[config.mk]
export PLATFORM = sky130hd
export DESIGN_NAME = set_event_timer
export DESIGN_NICKNAME = d
export VERILOG_FILES = /design/src/rtl/set_event_timer.v /design/src/rtl/set_prescaler.v
export VERILOG_INCLUDE_DIRS = /design/src /design/src/rtl
export SDC_FILE = /design/constraint.sdc
export NUM_CORES = 1
export LEC_CHECK = 0
export BUFFER_PORTS_ARGS = -buffer_cell sky130_fd_sc_hd__buf_2
export CAP_MARGIN = 20
export CORE_MARGIN = 3
export CORE_UTILIZATION = 46
export DETAILED_ROUTE_END_ITERATION = 12
export PLACE_DENSITY = 0.75
export SETUP_SLACK_MARGIN = 0.4
export SLEW_MARGIN = 20
export SYNTH_ARGS = -nofsm -noshare
export SYNTH_HDL_FRONTEND = slang
export SYNTH_SLANG_ARGS = --single-unit
[constraint.sdc]
create_clock -name mclk -period 2.2 [get_ports mclk]
set_clock_uncertainty 0.2 [all_clocks]
set_input_delay 0.33 -clock mclk [delete_from_list [all_inputs] [get_ports mclk]]
set_output_delay 0.33 -clock mclk [all_outputs]
set_load 0.1 [all_outputs]
[src/rtl/set_timer_map.vh]
`ifndef SET_TIMER_MAP_VH
`define SET_TIMER_MAP_VH

// Register byte offsets
`define SET_OFF_CTRL 8'h00
`define SET_OFF_COUNT 8'h04
`define SET_OFF_STATUS 8'h08
`define SET_OFF_ENABLE 8'h0c
`define SET_OFF_CLEAR 8'h10

// Control register fields
`define SET_CTRL_PS_LSB 0
`define SET_CTRL_PS_MSB 3
`define SET_CTRL_CSEL_BIT 5
`define SET_CTRL_EDGE_BIT 6

// Interrupt register fields
`define SET_IRQ_OVF_BIT 0

// Reset values
`define SET_PS_RST 4'h0
`define SET_CSEL_RST 1'b0
`define SET_EDGE_RST 1'b0
`define SET_COUNT_RST 16'h0000
`define SET_IRQ_EN_RST 1'b0

// Prescaler codes 0..8 give 1:1 .. 1:256
`define SET_PS_MAX 4'h8
`define SET_COUNT_MAX 16'hffff

// Edge-to-increment delay in oscillator periods
`define SET_EXT_DLY_MIN_TOSC 3
`define SET_EXT_DLY_MAX_TOSC 7
// One oscillator period is one mclk period
`define SET_TOSC_PER_MCLK 1
// Clocks the edge path is held after reset or a control write
`define SET_SETTLE_CYC 3'h5
`define SET_EXT_DLY_MIN_CYC (`SET_EXT_DLY_MIN_TOSC / `SET_TOSC_PER_MCLK)
`define SET_EXT_DLY_MAX_CYC (`SET_EXT_DLY_MAX_TOSC / `SET_TOSC_PER_MCLK)

`endif

[src/rtl/set_event_timer.v]
// Implementation choices: the APB slave port and the placing of the registers.
`timescale 1ns/100ps
`include "set_timer_map.vh"

// Notes on behaviour
// Source select set: count the internal instruction clock.
// Source select clear: count edges on the external pin.
// Edge select set counts rising pin edges, clear counts falling.
// Prescaler divides the source from 1:1 up to 1:256.
// Counter is 16 bits, counts up and wraps from ffff to 0000.
// Each wrap sets the overflow flag.
// Enable clear masks the interrupt; the flag still sets.
// Vectoring to this interrupt clears the flag in hardware.
// Synchronisation happens after the prescaler, not before.
// Prescaler output sampled twice per instruction cycle for edges.
// External edge reaches the counter 3 to 7 oscillator periods later.
// Internal source gives one pulse per four-clock instruction cycle.
// Each detected transition adds exactly one to the counter.
module set_event_timer
(
  input wire mclk,
  input wire rst_b,
  input wire psel,
  input wire penable,
  input wire pwrite,
  input wire [7:0] paddr,
  input wire [31:0] pwdata,
  output reg [31:0] prdata,
  output wire pready,
  output reg pslverr,
  input wire external_count_pin,
  input wire irq_vector_ack,
  output wire irq
);

  localparam [3:0] Q1 = 4'b0001;
  localparam [3:0] Q2 = 4'b0010;
  localparam [3:0] Q3 = 4'b0100;
  localparam [3:0] Q4 = 4'b1000;

  reg [3:0] phase_reg;
  reg [3:0] phase_next;

  reg [3:0] ps_sel_reg;
  reg clock_source_select_reg;
  reg edge_polarity_select_reg;
  reg [15:0] event_counter_reg;
  reg [15:0] event_counter_next;
  reg overflow_flag_reg;
  reg overflow_flag_next;
  reg overflow_irq_enable_reg;

  reg prescaler_output_meta_reg;
  reg prescaler_output_sync_reg;
  reg prescaler_output_smp_reg;
  reg tick_reg;
  reg [2:0] settle_reg;

  wire setup_phase;
  wire wr_en;
  wire hit_ctrl;
  wire hit_count;
  wire hit_status;
  wire hit_enable;
  wire hit_clear;
  wire hit_any;
  wire wr_ctrl;
  wire wr_count;
  wire wr_enable;
  wire wr_clear;
  wire cycle_level;
  wire pin_level;
  wire src_level;
  wire prescaler_output;
  wire sample_now;
  wire settled;
  wire prescale_restart;
  wire wrap;
  wire ovf_set;
  wire ovf_clr;
  wire [31:0] ctrl_view;
  reg [31:0] rd_mux;

  // Instruction cycle phases
  always @*
  begin
    case (phase_reg)
      Q1:
        phase_next = Q2;
      Q2:
        phase_next = Q3;
      Q3:
        phase_next = Q4;
      Q4:
        phase_next = Q1;
      default:
        phase_next = Q1;
    endcase
  end

  always @(posedge mclk or negedge rst_b)
  begin
    if (!rst_b)
      phase_reg <= Q1;
    else
      phase_reg <= phase_next;
  end

  // Bus decode
  assign setup_phase = psel & ~penable;
  assign wr_en = psel & penable & pwrite;
  assign hit_ctrl = (paddr == `SET_OFF_CTRL);
  assign hit_count = (paddr == `SET_OFF_COUNT);
  assign hit_status = (paddr == `SET_OFF_STATUS);
  assign hit_enable = (paddr == `SET_OFF_ENABLE);
  assign hit_clear = (paddr == `SET_OFF_CLEAR);
  assign hit_any = hit_ctrl | hit_count | hit_status | hit_enable | hit_clear;
  assign wr_ctrl = wr_en & hit_ctrl;
  assign wr_count = wr_en & hit_count;
  assign wr_enable = wr_en & hit_enable;
  assign wr_clear = wr_en & hit_clear;

  // Zero wait states; read data is staged in setup
  assign pready = 1'b1;

  // Control register
  always @(posedge mclk or negedge rst_b)
  begin
    if (!rst_b)
    begin
      ps_sel_reg <= `SET_PS_RST;
      clock_source_select_reg <= `SET_CSEL_RST;
      edge_polarity_select_reg <= `SET_EDGE_RST;
    end
    else if (wr_ctrl)
    begin
      ps_sel_reg <= pwdata[`SET_CTRL_PS_MSB:`SET_CTRL_PS_LSB];
      clock_source_select_reg <= pwdata[`SET_CTRL_CSEL_BIT];
      edge_polarity_select_reg <= pwdata[`SET_CTRL_EDGE_BIT];
    end
  end

  always @(posedge mclk or negedge rst_b)
  begin
    if (!rst_b)
      overflow_irq_enable_reg <= `SET_IRQ_EN_RST;
    else if (wr_enable)
      overflow_irq_enable_reg <= pwdata[`SET_IRQ_OVF_BIT];
  end

  // Square wave at the instruction rate
  assign cycle_level = phase_reg[0] | phase_reg[1];

  // Falling edges become rising by inversion
  assign pin_level = edge_polarity_select_reg ? external_count_pin : ~external_count_pin;

  // Source choice
  // Control writes re-prime the edge path below
  assign src_level = clock_source_select_reg ? cycle_level : pin_level;

  // Settle window after reset or a control write
  // Stale levels would look like an edge; a pin edge inside it is lost
  assign settled = (settle_reg == `SET_SETTLE_CYC);

  always @(posedge mclk or negedge rst_b)
  begin
    if (!rst_b)
      settle_reg <= 3'h0;
    else if (wr_ctrl)
      settle_reg <= 3'h0;
    else if (!settled)
      settle_reg <= settle_reg + 3'h1;
  end

  assign prescale_restart = wr_count | ~settled;

  // Prescaler, restarted on counter writes and while settling
  set_prescaler u_prescaler
  (
    .mclk(mclk),
    .rst_b(rst_b),
    .src_level(src_level),
    .ratio_sel(ps_sel_reg),
    .restart(prescale_restart),
    .prescaler_output(prescaler_output)
  );

  // Synchroniser after the prescaler
  always @(posedge mclk or negedge rst_b)
  begin
    if (!rst_b)
    begin
      prescaler_output_meta_reg <= 1'b0;
      prescaler_output_sync_reg <= 1'b0;
    end
    else
    begin
      prescaler_output_meta_reg <= prescaler_output;
      prescaler_output_sync_reg <= prescaler_output_meta_reg;
    end
  end

  // Two samples per cycle, at Q2 and Q4
  // Pulses shorter than two clocks can be missed
  assign sample_now = phase_reg[1] | phase_reg[3];

  // Pipeline depth sets the 3..7 period delay
  always @(posedge mclk or negedge rst_b)
  begin
    if (!rst_b)
    begin
      prescaler_output_smp_reg <= 1'b0;
      tick_reg <= 1'b0;
    end
    else
    begin
      if (sample_now | ~settled)
        prescaler_output_smp_reg <= prescaler_output_sync_reg;
      tick_reg <= settled & sample_now & prescaler_output_sync_reg & ~prescaler_output_smp_reg;
    end
  end

  // Wrap at all ones
  assign wrap = tick_reg & ~wr_count & (event_counter_reg == `SET_COUNT_MAX);

  // One step per detected edge; writes win
  always @*
  begin
    event_counter_next = event_counter_reg;
    if (wr_count)
      event_counter_next = pwdata[15:0];
    else if (tick_reg)
      event_counter_next = event_counter_reg + 16'h0001;
  end

  always @(posedge mclk or negedge rst_b)
  begin
    if (!rst_b)
      event_counter_reg <= `SET_COUNT_RST;
    else
      event_counter_reg <= event_counter_next;
  end

  // Overflow sets the flag
  assign ovf_set = wrap;

  // Vector entry or software clear
  assign ovf_clr = irq_vector_ack | (wr_clear & pwdata[`SET_IRQ_OVF_BIT]);

  // Set beats clear so no wrap is lost
  always @*
  begin
    overflow_flag_next = ovf_set | (overflow_flag_reg & ~ovf_clr);
  end

  always @(posedge mclk or negedge rst_b)
  begin
    if (!rst_b)
      overflow_flag_reg <= 1'b0;
    else
      overflow_flag_reg <= overflow_flag_next;
  end

  // Masked interrupt
  assign irq = overflow_flag_reg & overflow_irq_enable_reg;

  assign ctrl_view = {25'h0000000, edge_polarity_select_reg,
                      clock_source_select_reg, 1'b0, ps_sel_reg};

  always @*
  begin
    rd_mux = 32'h00000000;
    if (hit_ctrl)
      rd_mux = ctrl_view;
    else if (hit_count)
      rd_mux = {16'h0000, event_counter_reg};
    else if (hit_status)
      rd_mux = {31'h00000000, overflow_flag_reg};
    else if (hit_enable)
      rd_mux = {31'h00000000, overflow_irq_enable_reg};
  end

  // Read data and error staged in the setup cycle
  always @(posedge mclk or negedge rst_b)
  begin
    if (!rst_b)
    begin
      prdata <= 32'h00000000;
      pslverr <= 1'b0;
    end
    else if (setup_phase)
    begin
      prdata <= pwrite ? 32'h00000000 : rd_mux;
      pslverr <= ~hit_any;
    end
  end

endmodule

[src/rtl/set_prescaler.v]
`timescale 1ns/100ps
`include "set_timer_map.vh"

module set_prescaler
(
  input wire mclk,
  input wire rst_b,
  input wire src_level,
  input wire [3:0] ratio_sel,
  input wire restart,
  output reg prescaler_output
);

  reg src_prev_reg;
  reg [7:0] div_reg;
  reg [7:0] div_next;
  wire src_rise;
  wire [8:0] taps;
  wire [3:0] sel_clamped;

  assign src_rise = src_level & ~src_prev_reg;

  always @(posedge mclk or negedge rst_b)
  begin
    if (!rst_b)
      src_prev_reg <= 1'b0;
    else
      src_prev_reg <= src_level;
  end

  always @*
  begin
    div_next = div_reg;
    if (restart)
      div_next = 8'h00;
    else if (src_rise)
      div_next = div_reg + 8'h01;
  end

  always @(posedge mclk or negedge rst_b)
  begin
    if (!rst_b)
      div_reg <= 8'h00;
    else
      div_reg <= div_next;
  end

  // Divider taps
  assign taps[0] = src_level;
  genvar i;
  generate
    for (i = 1; i < 9; i = i + 1)
    begin : g_tap
      assign taps[i] = div_reg[i-1];
    end
  endgenerate

  // Codes above 8 fall back to the slowest ratio
  assign sel_clamped = (ratio_sel > `SET_PS_MAX) ? `SET_PS_MAX : ratio_sel;

  always @(posedge mclk or negedge rst_b)
  begin
    if (!rst_b)
      prescaler_output <= 1'b0;
    else
      prescaler_output <= taps[sel_clamped];
  end

endmodule

==> results of run 1 <==
## cells in the final DEF, fill, tap and decap left out, drive strengths merged, types with 2 or more instances in the layout
cell type    count
mux2             3
nand4            7
xor2            12
xnor2           12
nor2            27
nand2           37
nor4b            4
clkinv           3
mux2i            9
and2             2
dlygate4sd3      3
buf             62
conb            17
and3             5
clkbuf          13
and4             3
mux4             2
a211oi           3
a21oi           13
nor3            13
dfrtp           61
inv              8
nand2b           3
or3              3
ha               4
o21ai           13
a22o            10
nand3            6
## layer usage
layer / wire length (microns) / global-route usage, % / up-vias / part of all wire, %
met1: 2970 / 23.9 / 1102 / 45
met5: 0 / 0 / - / 0
met4: 94 / 6.46 / 0 / 1.4
met3: 405 / 5.59 / 6 / 6.1
met2: 3110 / 26.5 / 69 / 47
li1: - / - / 1117 / -
## per-stage QoR
stage               total power (uW)  worst slack [ns]  cell area, sq um  util (%)
floorplan                       2110             0.433              3210         -
global placement                2250             0.175              3460      53.3
detailed placement              2290             0.161              3460      53.3
CTS                             3320             0.413              3710      57.1
global route                    3500             0.332              3780      58.2
finish                          3330             0.423              3780      58.2
## timing repair
item / 4_1_cts / 5_1_grt
setup endpoints to repair: 2 / 8
gates resized for setup: 3 / 14
pin swaps: 0 / 1
hold buffers: 3 / 0
setup buffers: 0 / 4
endpoints found under the hold margin: 50 / 0
## where the power goes
| part | internal, uW | switching [uW] |
|---|---|---|
| registers | 1320 | 208 |
| clock network | 579 | 427 |
| logic | 325 | 469 |
| total | 2220 | 1100 |
## cell type report
| cell class | count | area share [%] |
|---|---|---|
| sequential | 62 | 41.2 |
| clock inverter | 4 | 1.19 |
| timing repair buffer | 66 | 10.5 |
| multi-input combinational | 213 | 39.6 |
| clock buffer | 12 | 4.11 |
| tap | 77 | 2.55 |
| inverter | 8 | 0.795 |
## critical path: stages, from the launching register on
cell	delay, ns
dfrtp_1	0.42
ha_2	0.21
and3_4	0.21
nand4_4	0.13
nor3_2	0.15
xnor2_1	0.08
mux2_4	0.26
## logic make-up after synthesis
| family | count (synthesis) | synth area share [%] |
|---|---|---|
| muxes | 14 | 5.36 |
| adders and majority gates | 4 | 1.59 |
| buffers and inverters | 32 | 6.63 |
| xor gates and xnor gates | 24 | 6.67 |
| AOI/OAI and AO/OA | 42 | 10.0 |
| other | 2 | 0.238 |
| and+or+nand+nor | 112 | 20.2 |
| DFF | 62 | 49.2 |
## worst paths after layout
| kind | from | to | slack [ns] | cells past startpoint |
|---|---|---|---|---|
| worst min-delay path | pwdata[2] | ps_sel_reg[2] | 0.03 | 3 |
| min in group asynchronous | rst_b | pslverr | 0.21 | 2 |
| max in group asynchronous | rst_b | phase_reg[0] | 1.01 | 3 |
| worst min register to register | u_prescaler.prescaler_output | prescaler_output_meta_reg | 0.15 | 0 |
| worst max-delay path | event_counter_reg[0] | event_counter_reg[14] | 0.42 | 6 |
| worst max register to register | event_counter_reg[0] | event_counter_reg[14] | 0.42 | 6 |
==> flow_summary.yaml, run 1 <==
status:
  status: "completed"
sta:
  hold_viol: 0
  holdWs_ns: 0.0272
  fin_crit_sh_pct: 80.8
  fmax_mhz: 563
  period_needed_ns: 1.78
  slew_violations: 0
  setup-tns-final_ns: 0
  rsz0062_at_grt: "true"
  setup_viol: 0
routing:
  wire_per_inst_microns: 14.9
  vias: 2294
  viasPerCell: 5.19
  ant_nets: 0
  wl_mm: 6.59
  dr.first_iter.drc_count: 115
  drcViolationCount: 0
  drtPass1Iterations: 4
clocking:
  clk_pin_slew_ns: 0.06
  cts_buffers: 9
  clock_latency_ns: 0.34
  clock_sinks: 62
  cts_tree: "yes"
  cts_root_buf: "clkbuf_8"
  h-tree-depth: 3
  clockBufferDepth: 2
synth:
  ys_types: 43
  synth-seq-cells: 62
  synth-edff-count: 0
  ys_seq_area_share_pct: 49.2
  async_reset_ff_share_pct: 100
  syn_inst: 292
  synth_top_cell_area_share_pct: 48.4
  synthFlopType: "dfrtp_1"
  syn_avg_cell_area_sq_um: 10.8
  synth_most_common_cell: "dfrtp_1"
  synth_top_cell_by_area: "dfrtp_1"
  ys_top_cells_by_count: "61 x dfrtp_1, 36 x nand2_1, 19 x nor2_1"
  synth_area_leaders: "dfrtp_1 48%, nand2_1 4.3%, buf_4 4.0%, a21oi_2 3.3%, xnor2_1 3.3%"
  syn_area_sq_um: 3150
  ys_warn_count: 0
global_routing:
  grt.total_usage_pct: 17.6
  antenna_found_initial: 0
  grt_pass1_wl_mm: 10.5
  grt_pass1_vias: 2177
  grt_overflow: 0
  grt_max_degree: 28
layout:
  seqCellArea_sq_um: 1560
  fillers: 539
  multiInputGateArea_sq_um: 1500
  diodes: 0
  layout-drive-gt1-share_pct: 34.8
  layout.cells.non_filler: 442
  syn2layout_area_growth_pct: 19.8
  final_nets: 411
worst_setup_path:
  cp.required_ns: 2.22
  worstSetupPathType: "reg -> reg"
  cp_max_fo: 4
  cp.arrival_ns: 1.79
  crit_path_start_kind: "register"
  worstSetupEndpointType: "register"
floorplanning:
  die_area_sq_um: 7880
  initial_core_util_pct: 48.5
  rows: 29
  die_w_microns: 88.8
  core_sq_um: 6490
  ios: 82
  die_h_microns: 88.8
power_and_ir_drop:
  power.density_nw_per_um2: 881
  worst_ir_drop_vdd_mv: 0.296
  p_leak_uw: 0.00179
placed_design:
  hpwl_mm: 4.78
  placed_cells: 419
  portBuffers: 48
  gp_congestion: 0.852
run:
  drv_cap: 0
hold_path:
  hp-class: "in -> reg"
Power figures use the tool's default switching activity.
==> inputs of run 2 (changes only) <==
==> constraint.sdc (replaced) <==
create_clock -name mclk -period 1.8 [get_ports mclk]
set_clock_uncertainty 0.2 [all_clocks]
set_input_delay 0.27 -clock mclk [delete_from_list [all_inputs] [get_ports mclk]]
set_output_delay 0.27 -clock mclk [all_outputs]
set_load 0.1 [all_outputs]
==> flow_summary.yaml, run 2 (same netlist as run 1, synthesis figures left out) <==
sta:
  setup_viol: 1
  fin_crit_sh_pct: 102
  hold_viol: 0
  slew_violations: 0
  holdWs_ns: 0.0619
  rsz0062_at_grt: "true"
  fmax_mhz: 547
  worst_slack_ns: -0.0292
  period_needed_ns: 1.83
power_and_ir_drop:
  power_frac_comb_pct: 36.6
  p_leak_uw: 0.00237
  clockPowerShare_pct: 22.9
  power_uw: 4620
  power.density_nw_per_um2: 915
  p_switching_uw: 1740
  seqPwrFrac_pct: 40.5
  switching_share_pct: 37.8
  p_int_uw: 2870
  worst_ir_drop_vdd_mv: 0.570
worst_setup_path:
  cp_slowest_cell: "dfrtp_1"
  worstPathCellList: "ha_2 > and3_4 > nand4_4 > nor3_4 > xnor2_1 > mux2_2"
  max_stage_delay_ns: 0.42
  crit_path_start_kind: "register"
  cp_max_fo: 2
  worstSetupPathType: "reg -> reg"
  worstSetupEndpointType: "register"
  cp.required_ns: 1.82
  reg2reg_depth: 6
  cp.arrival_ns: 1.85
layout:
  final_nets: 481
  seqCellArea_sq_um: 1560
  final_cell_mix: "59 x dfrtp_1, 49 x buf_4, 28 x buf_2"
  multiInputGateArea_sq_um: 1850
  layout_commonest_cell: "dfrtp_1"
  layout.cells.non_filler: 512
  syn2layout_area_growth_pct: 60.0
  fillers: 342
  diodes: 0
  layout-drive-gt1-share_pct: 51.5
  postLayoutCellArea_sq_um: 5040
  fin_util_pct: 77.7
clocking:
  cts_buffers: 9
  h-tree-depth: 3
  clk_pin_slew_ns: 0.08
  cts_root_buf: "clkbuf_8"
  cts_tree: "yes"
  clock_sinks: 62
  clockBufferDepth: 2
  clock_latency_ns: 0.35
routing:
  vias: 2951
  viasPerCell: 5.76
  drcViolationCount: 0
  ant_nets: 0
  dr.first_iter.drc_count: 288
  drtPass1Iterations: 5
  wire_per_inst_microns: 21.7
  wl_mm: 11.1
placed_design:
  gp_congestion: 0.835
  hpwl_mm: 4.76
  portBuffers: 48
  placed_area_sq_um: 3660
  placed_cells: 431
floorplanning:
  rows: 29
  die_h_microns: 88.8
  die_w_microns: 88.8
  initial_core_util_pct: 48.5
  die_area_sq_um: 7880
  core_sq_um: 6490
  ios: 82
global_routing:
  antenna_found_initial: 0
  grt_max_degree: 63
  grt_pass1_wl_mm: 14.1
  grt_overflow: 0
  grt_pass1_vias: 2733
  grt.total_usage_pct: 24.3
status:
  status: "complete, but fails checks"
  failed_checks: "negative setup slack"
run:
  drv_cap: 0
hold_path:
  min_path_cells: 3
  hp-class: "in -> reg"
==> run 2: cell types whose count changed in the layout (fill, tap and decap cells not counted), moves of 11 or more <==
cell / before / now
buf_4: 14 / 49
buf_12: 1 / 20
buf_2: 47 / 28
buf_6: 0 / 19
dlygate4sd3_1: 3 / 17
nand2_1: 36 / 25
==> run 2: timing repair <==
item,in CTS,in global routing
hold buffers,17,0
gates cloned,2,2
buffers inserted,25,19
pin swaps,26,39
gates resized for setup,103,60
hold endpoints to repair,78,0
endpoints found under the setup margin,53,73
==> run 2: area by class of cell <==
class | instances | share of cell area [%]
Multi-Input combinational cell | 213 | 36.6
Sequential cell | 62 | 30.8
Timing Repair Buffer | 136 | 27.0
Clock buffer | 13 | 2.75
Tap cell | 77 | 1.91
Inverter | 8 | 0.595
Clock inverter | 3 | 0.298
==> run 2: final timing paths <==
check,startpoint,endpoint,slack (ns)
min in group asynchronous,rst_b,prdata[11],0.25
max reg2reg,event_counter_reg[0],event_counter_reg[14],-0.03
min,irq_vector_ack,overflow_flag_reg,0.06
min reg2reg,prescaler_output_meta_reg,prescaler_output_sync_reg,0.16
max,event_counter_reg[0],event_counter_reg[14],-0.03
max in group asynchronous,rst_b,phase_reg[0],0.82
==> run 2: metal layers <==
layer,track usage [%],share of wire (%),vias to the layer above
met5,0.649,0,-
met4,11.4,6.2,0
met3,4.28,7.7,55
met2,40.6,50,206
met1,30.5,36,1429
li1,-,-,1261
==> run 2: critical path, delay by kind of cell (launching register included) <==
family	cells	cell delay [ns]
XOR/XNOR	1	0.08
adder cells (fa/ha/maj)	1	0.21
flip-flops	1	0.42
multiplexers	1	0.25
AND/OR/NAND/NOR	3	0.53
==> run 2: power groups by stage <==
stage	sequential (uW)	clock, uW	combinational [uW]
2_1_floorplan	1850	0	788
3_3_place_gp	1840	0	1090
5_1_grt	1880	1120	1780
3_5_place_dp	1850	0	1130
4_1_cts	1820	1030	1380
6_report	1870	1060	1690
==> run 2: stage by stage <==
step / setup TNS, ns / setup WS, ns
final: -0.0292 / -0.0292
after detailed placement: -0.535 / -0.0759
after global placement: -0.429 / -0.0554
after global routing: -0.0453 / -0.0318
after floorplan: 0 / 0.115
after CTS: 0 / 0.0368
==> inputs of run 3 (changes only) <==
--- a/config.mk
+++ b/config.mk
@@ -12,6 +12,7 @@
 export CORE_UTILIZATION = 46
 export DETAILED_ROUTE_END_ITERATION = 12
 export PLACE_DENSITY = 0.75
+export REMOVE_ABC_BUFFERS = 1
 export SETUP_SLACK_MARGIN = 0.4
 export SLEW_MARGIN = 20
 export SYNTH_ARGS = -nofsm -noshare
==> flow_summary.yaml, run 3 (same netlist as run 1, synthesis figures left out) <==
status:
  status: "complete, but fails checks"
  failed_checks: "negative setup slack"
worst_setup_path:
  endpoint: "event_counter_reg[9]"
  worstSetupEndpointType: "register"
  path_buf_inv: 2
  cp.arrival_ns: 1.96
  cp.required_ns: 1.84
  ff2ff_setup_slack_ns: -0.12
  crit_start: "event_counter_reg[0]"
  crit_family: "simple AND/OR/NAND/NOR gates"
  critical_path_depth: 6
  r2r-start: "event_counter_reg[0]"
  cp_slowest_cell: "dfrtp_1"
  crit_path_start_kind: "register"
  r2r_end: "event_counter_reg[9]"
  max_stage_delay_ns: 0.42
  worstPathCellList: "buf_6 > and4_4 > nand4_4 > buf_6 > xnor2_4 > a21oi_2"
  cp_max_fo: 4
  reg2reg_depth: 6
  path_common_cell: "buf_6"
  worstSetupPathType: "reg -> reg"
sta:
  fin_crit_sh_pct: 107
  maxSlewHeadroom_pct: 63.7
  period_needed_ns: 1.92
  slew_violations: 0
  fmax_mhz: 521
  rsz0062_at_grt: "true"
  hold_viol: 0
  setup_viol: 6
  tightest_slew_ns: 0.545
  setup-tns-final_ns: -0.261
  holdWs_ns: 0.0210
  worst_slack_ns: -0.120
floorplanning:
  ios: 82
  die_area_sq_um: 7880
  die_h_microns: 88.8
  core_sq_um: 6490
  rows: 29
  die_w_microns: 88.8
  initial_core_util_pct: 48.5
power_and_ir_drop:
  p_leak_uw: 0.00247
  clockPowerShare_pct: 24.3
  p_int_uw: 3080
  power.density_nw_per_um2: 949
  switching_share_pct: 38.5
  worst_ir_drop_vdd_mv: 0.544
  seqPwrFrac_pct: 38.4
  p_switching_uw: 1930
  power_frac_comb_pct: 37.4
placed_design:
  portBuffers: 48
  gp_congestion: 0.827
  placed_cells: 434
  post-place-ws_ns: -0.0200
  hpwl_mm: 4.90
routing:
  drtPass1Iterations: 7
  wl_mm: 13.4
  wire_per_inst_microns: 25.6
  vias: 3168
  drcViolationCount: 0
  ant_nets: 0
  dr.first_iter.drc_count: 399
  viasPerCell: 6.07
global_routing:
  grt_max_degree: 25
  grt_overflow: 0
  antenna_found_initial: 1
  grt_pass1_vias: 2992
  grt_pass1_wl_mm: 15.1
  grt.total_usage_pct: 26.4
layout:
  layout-drive-gt1-share_pct: 55.5
  fin_util_pct: 81.3
  diodes: 0
  layout.cells.non_filler: 522
  final_cell_mix: "57 x dfrtp_1, 54 x buf_4, 26 x buf_2"
  syn2layout_area_growth_pct: 67.4
  layout_commonest_cell: "dfrtp_1"
  final_nets: 491
clocking:
  cts_buffers: 9
  clock_latency_ns: 0.37
  h-tree-depth: 3
  clockBufferDepth: 2
  clock_sinks: 62
  cts_root_buf: "clkbuf_8"
  clk_pin_slew_ns: 0.07
  cts_tree: "yes"
run:
  drv_cap: 0
hold_path:
  hp-class: "in -> reg"
  min_path_cells: 3
## run 3: cell types whose count changed in the layout (fill, tap and decap cells not counted), sizes merged
| cell | previous run | this run |
|---|---|---|
| buf | 119 | 129 |
| clkinv | 3 | 2 |
| clkinvlp | 0 | 1 |
## run 3: cell type report
type | instances | area, sq um
inverters | 8 | 30.0
well taps | 77 | 96.3
clock buffers | 13 | 169
repair buffers | 146 | 1510
flip-flops and latches | 62 | 1560
fillers | 300 | 1220
multi-input cells | 213 | 1900
clock inverters | 3 | 17.5
## run 3: through the flow
step                total power (uW)  cell area (sq um)
floorplan                       2550               3030
global placement                2840               3600
detailed placement              2890               3600
CTS                             4360               4810
global route                    5210               5280
finish                          5010               5280
## run 3: how the worst min path moves through the flow
stage / startpoint / end / slack [ns]
2_1_floorplan: rst_b / clock_source_select_reg / -0.23
3_3_place_gp: rst_b / prdata[12] / 0.07
3_5_place_dp: rst_b / event_counter_reg[12] / 0.07
4_1_cts: irq_vector_ack / overflow_flag_reg / 0.02
5_1_grt: irq_vector_ack / overflow_flag_reg / 0.01
6_report: irq_vector_ack / overflow_flag_reg / 0.02
## run 3: timing repair
action	CTS	global route
resized for setup	135	71
cloned	3	1
setup buffers	31	20
hold endpoints to repair	37	0
setup endpoints to repair	55	74
pin swaps	28	36
hold buffers	17	0
## run 3: power by group through the flow
stage / Combinational (uW) / Clock [uW] / Sequential, uW
after floorplan: 716 / 0 / 1830
after global placement: 1020 / 0 / 1820
after detailed placement: 1060 / 0 / 1840
after CTS: 1390 / 1150 / 1820
after global routing: 1970 / 1300 / 1940
final: 1870 / 1220 / 1920
## run 3: routing by layer
metal	share of wire (%)	global-route usage, %	vias up
li1	-	-	1278
met1	33	29.8	1554
met2	51	45.9	248
met3	7.9	6.24	86
met4	7.8	14.0	2
met5	0.097	0	-
## run 3: worst reg2reg max path, stage by stage (launching register included)
cell and delay (ns):
dfrtp_1 0.42, buf_6 0.14, and4_4 0.26, nand4_4 0.19
buf_6 0.20, xnor2_4 0.12, a21oi_2 0.28
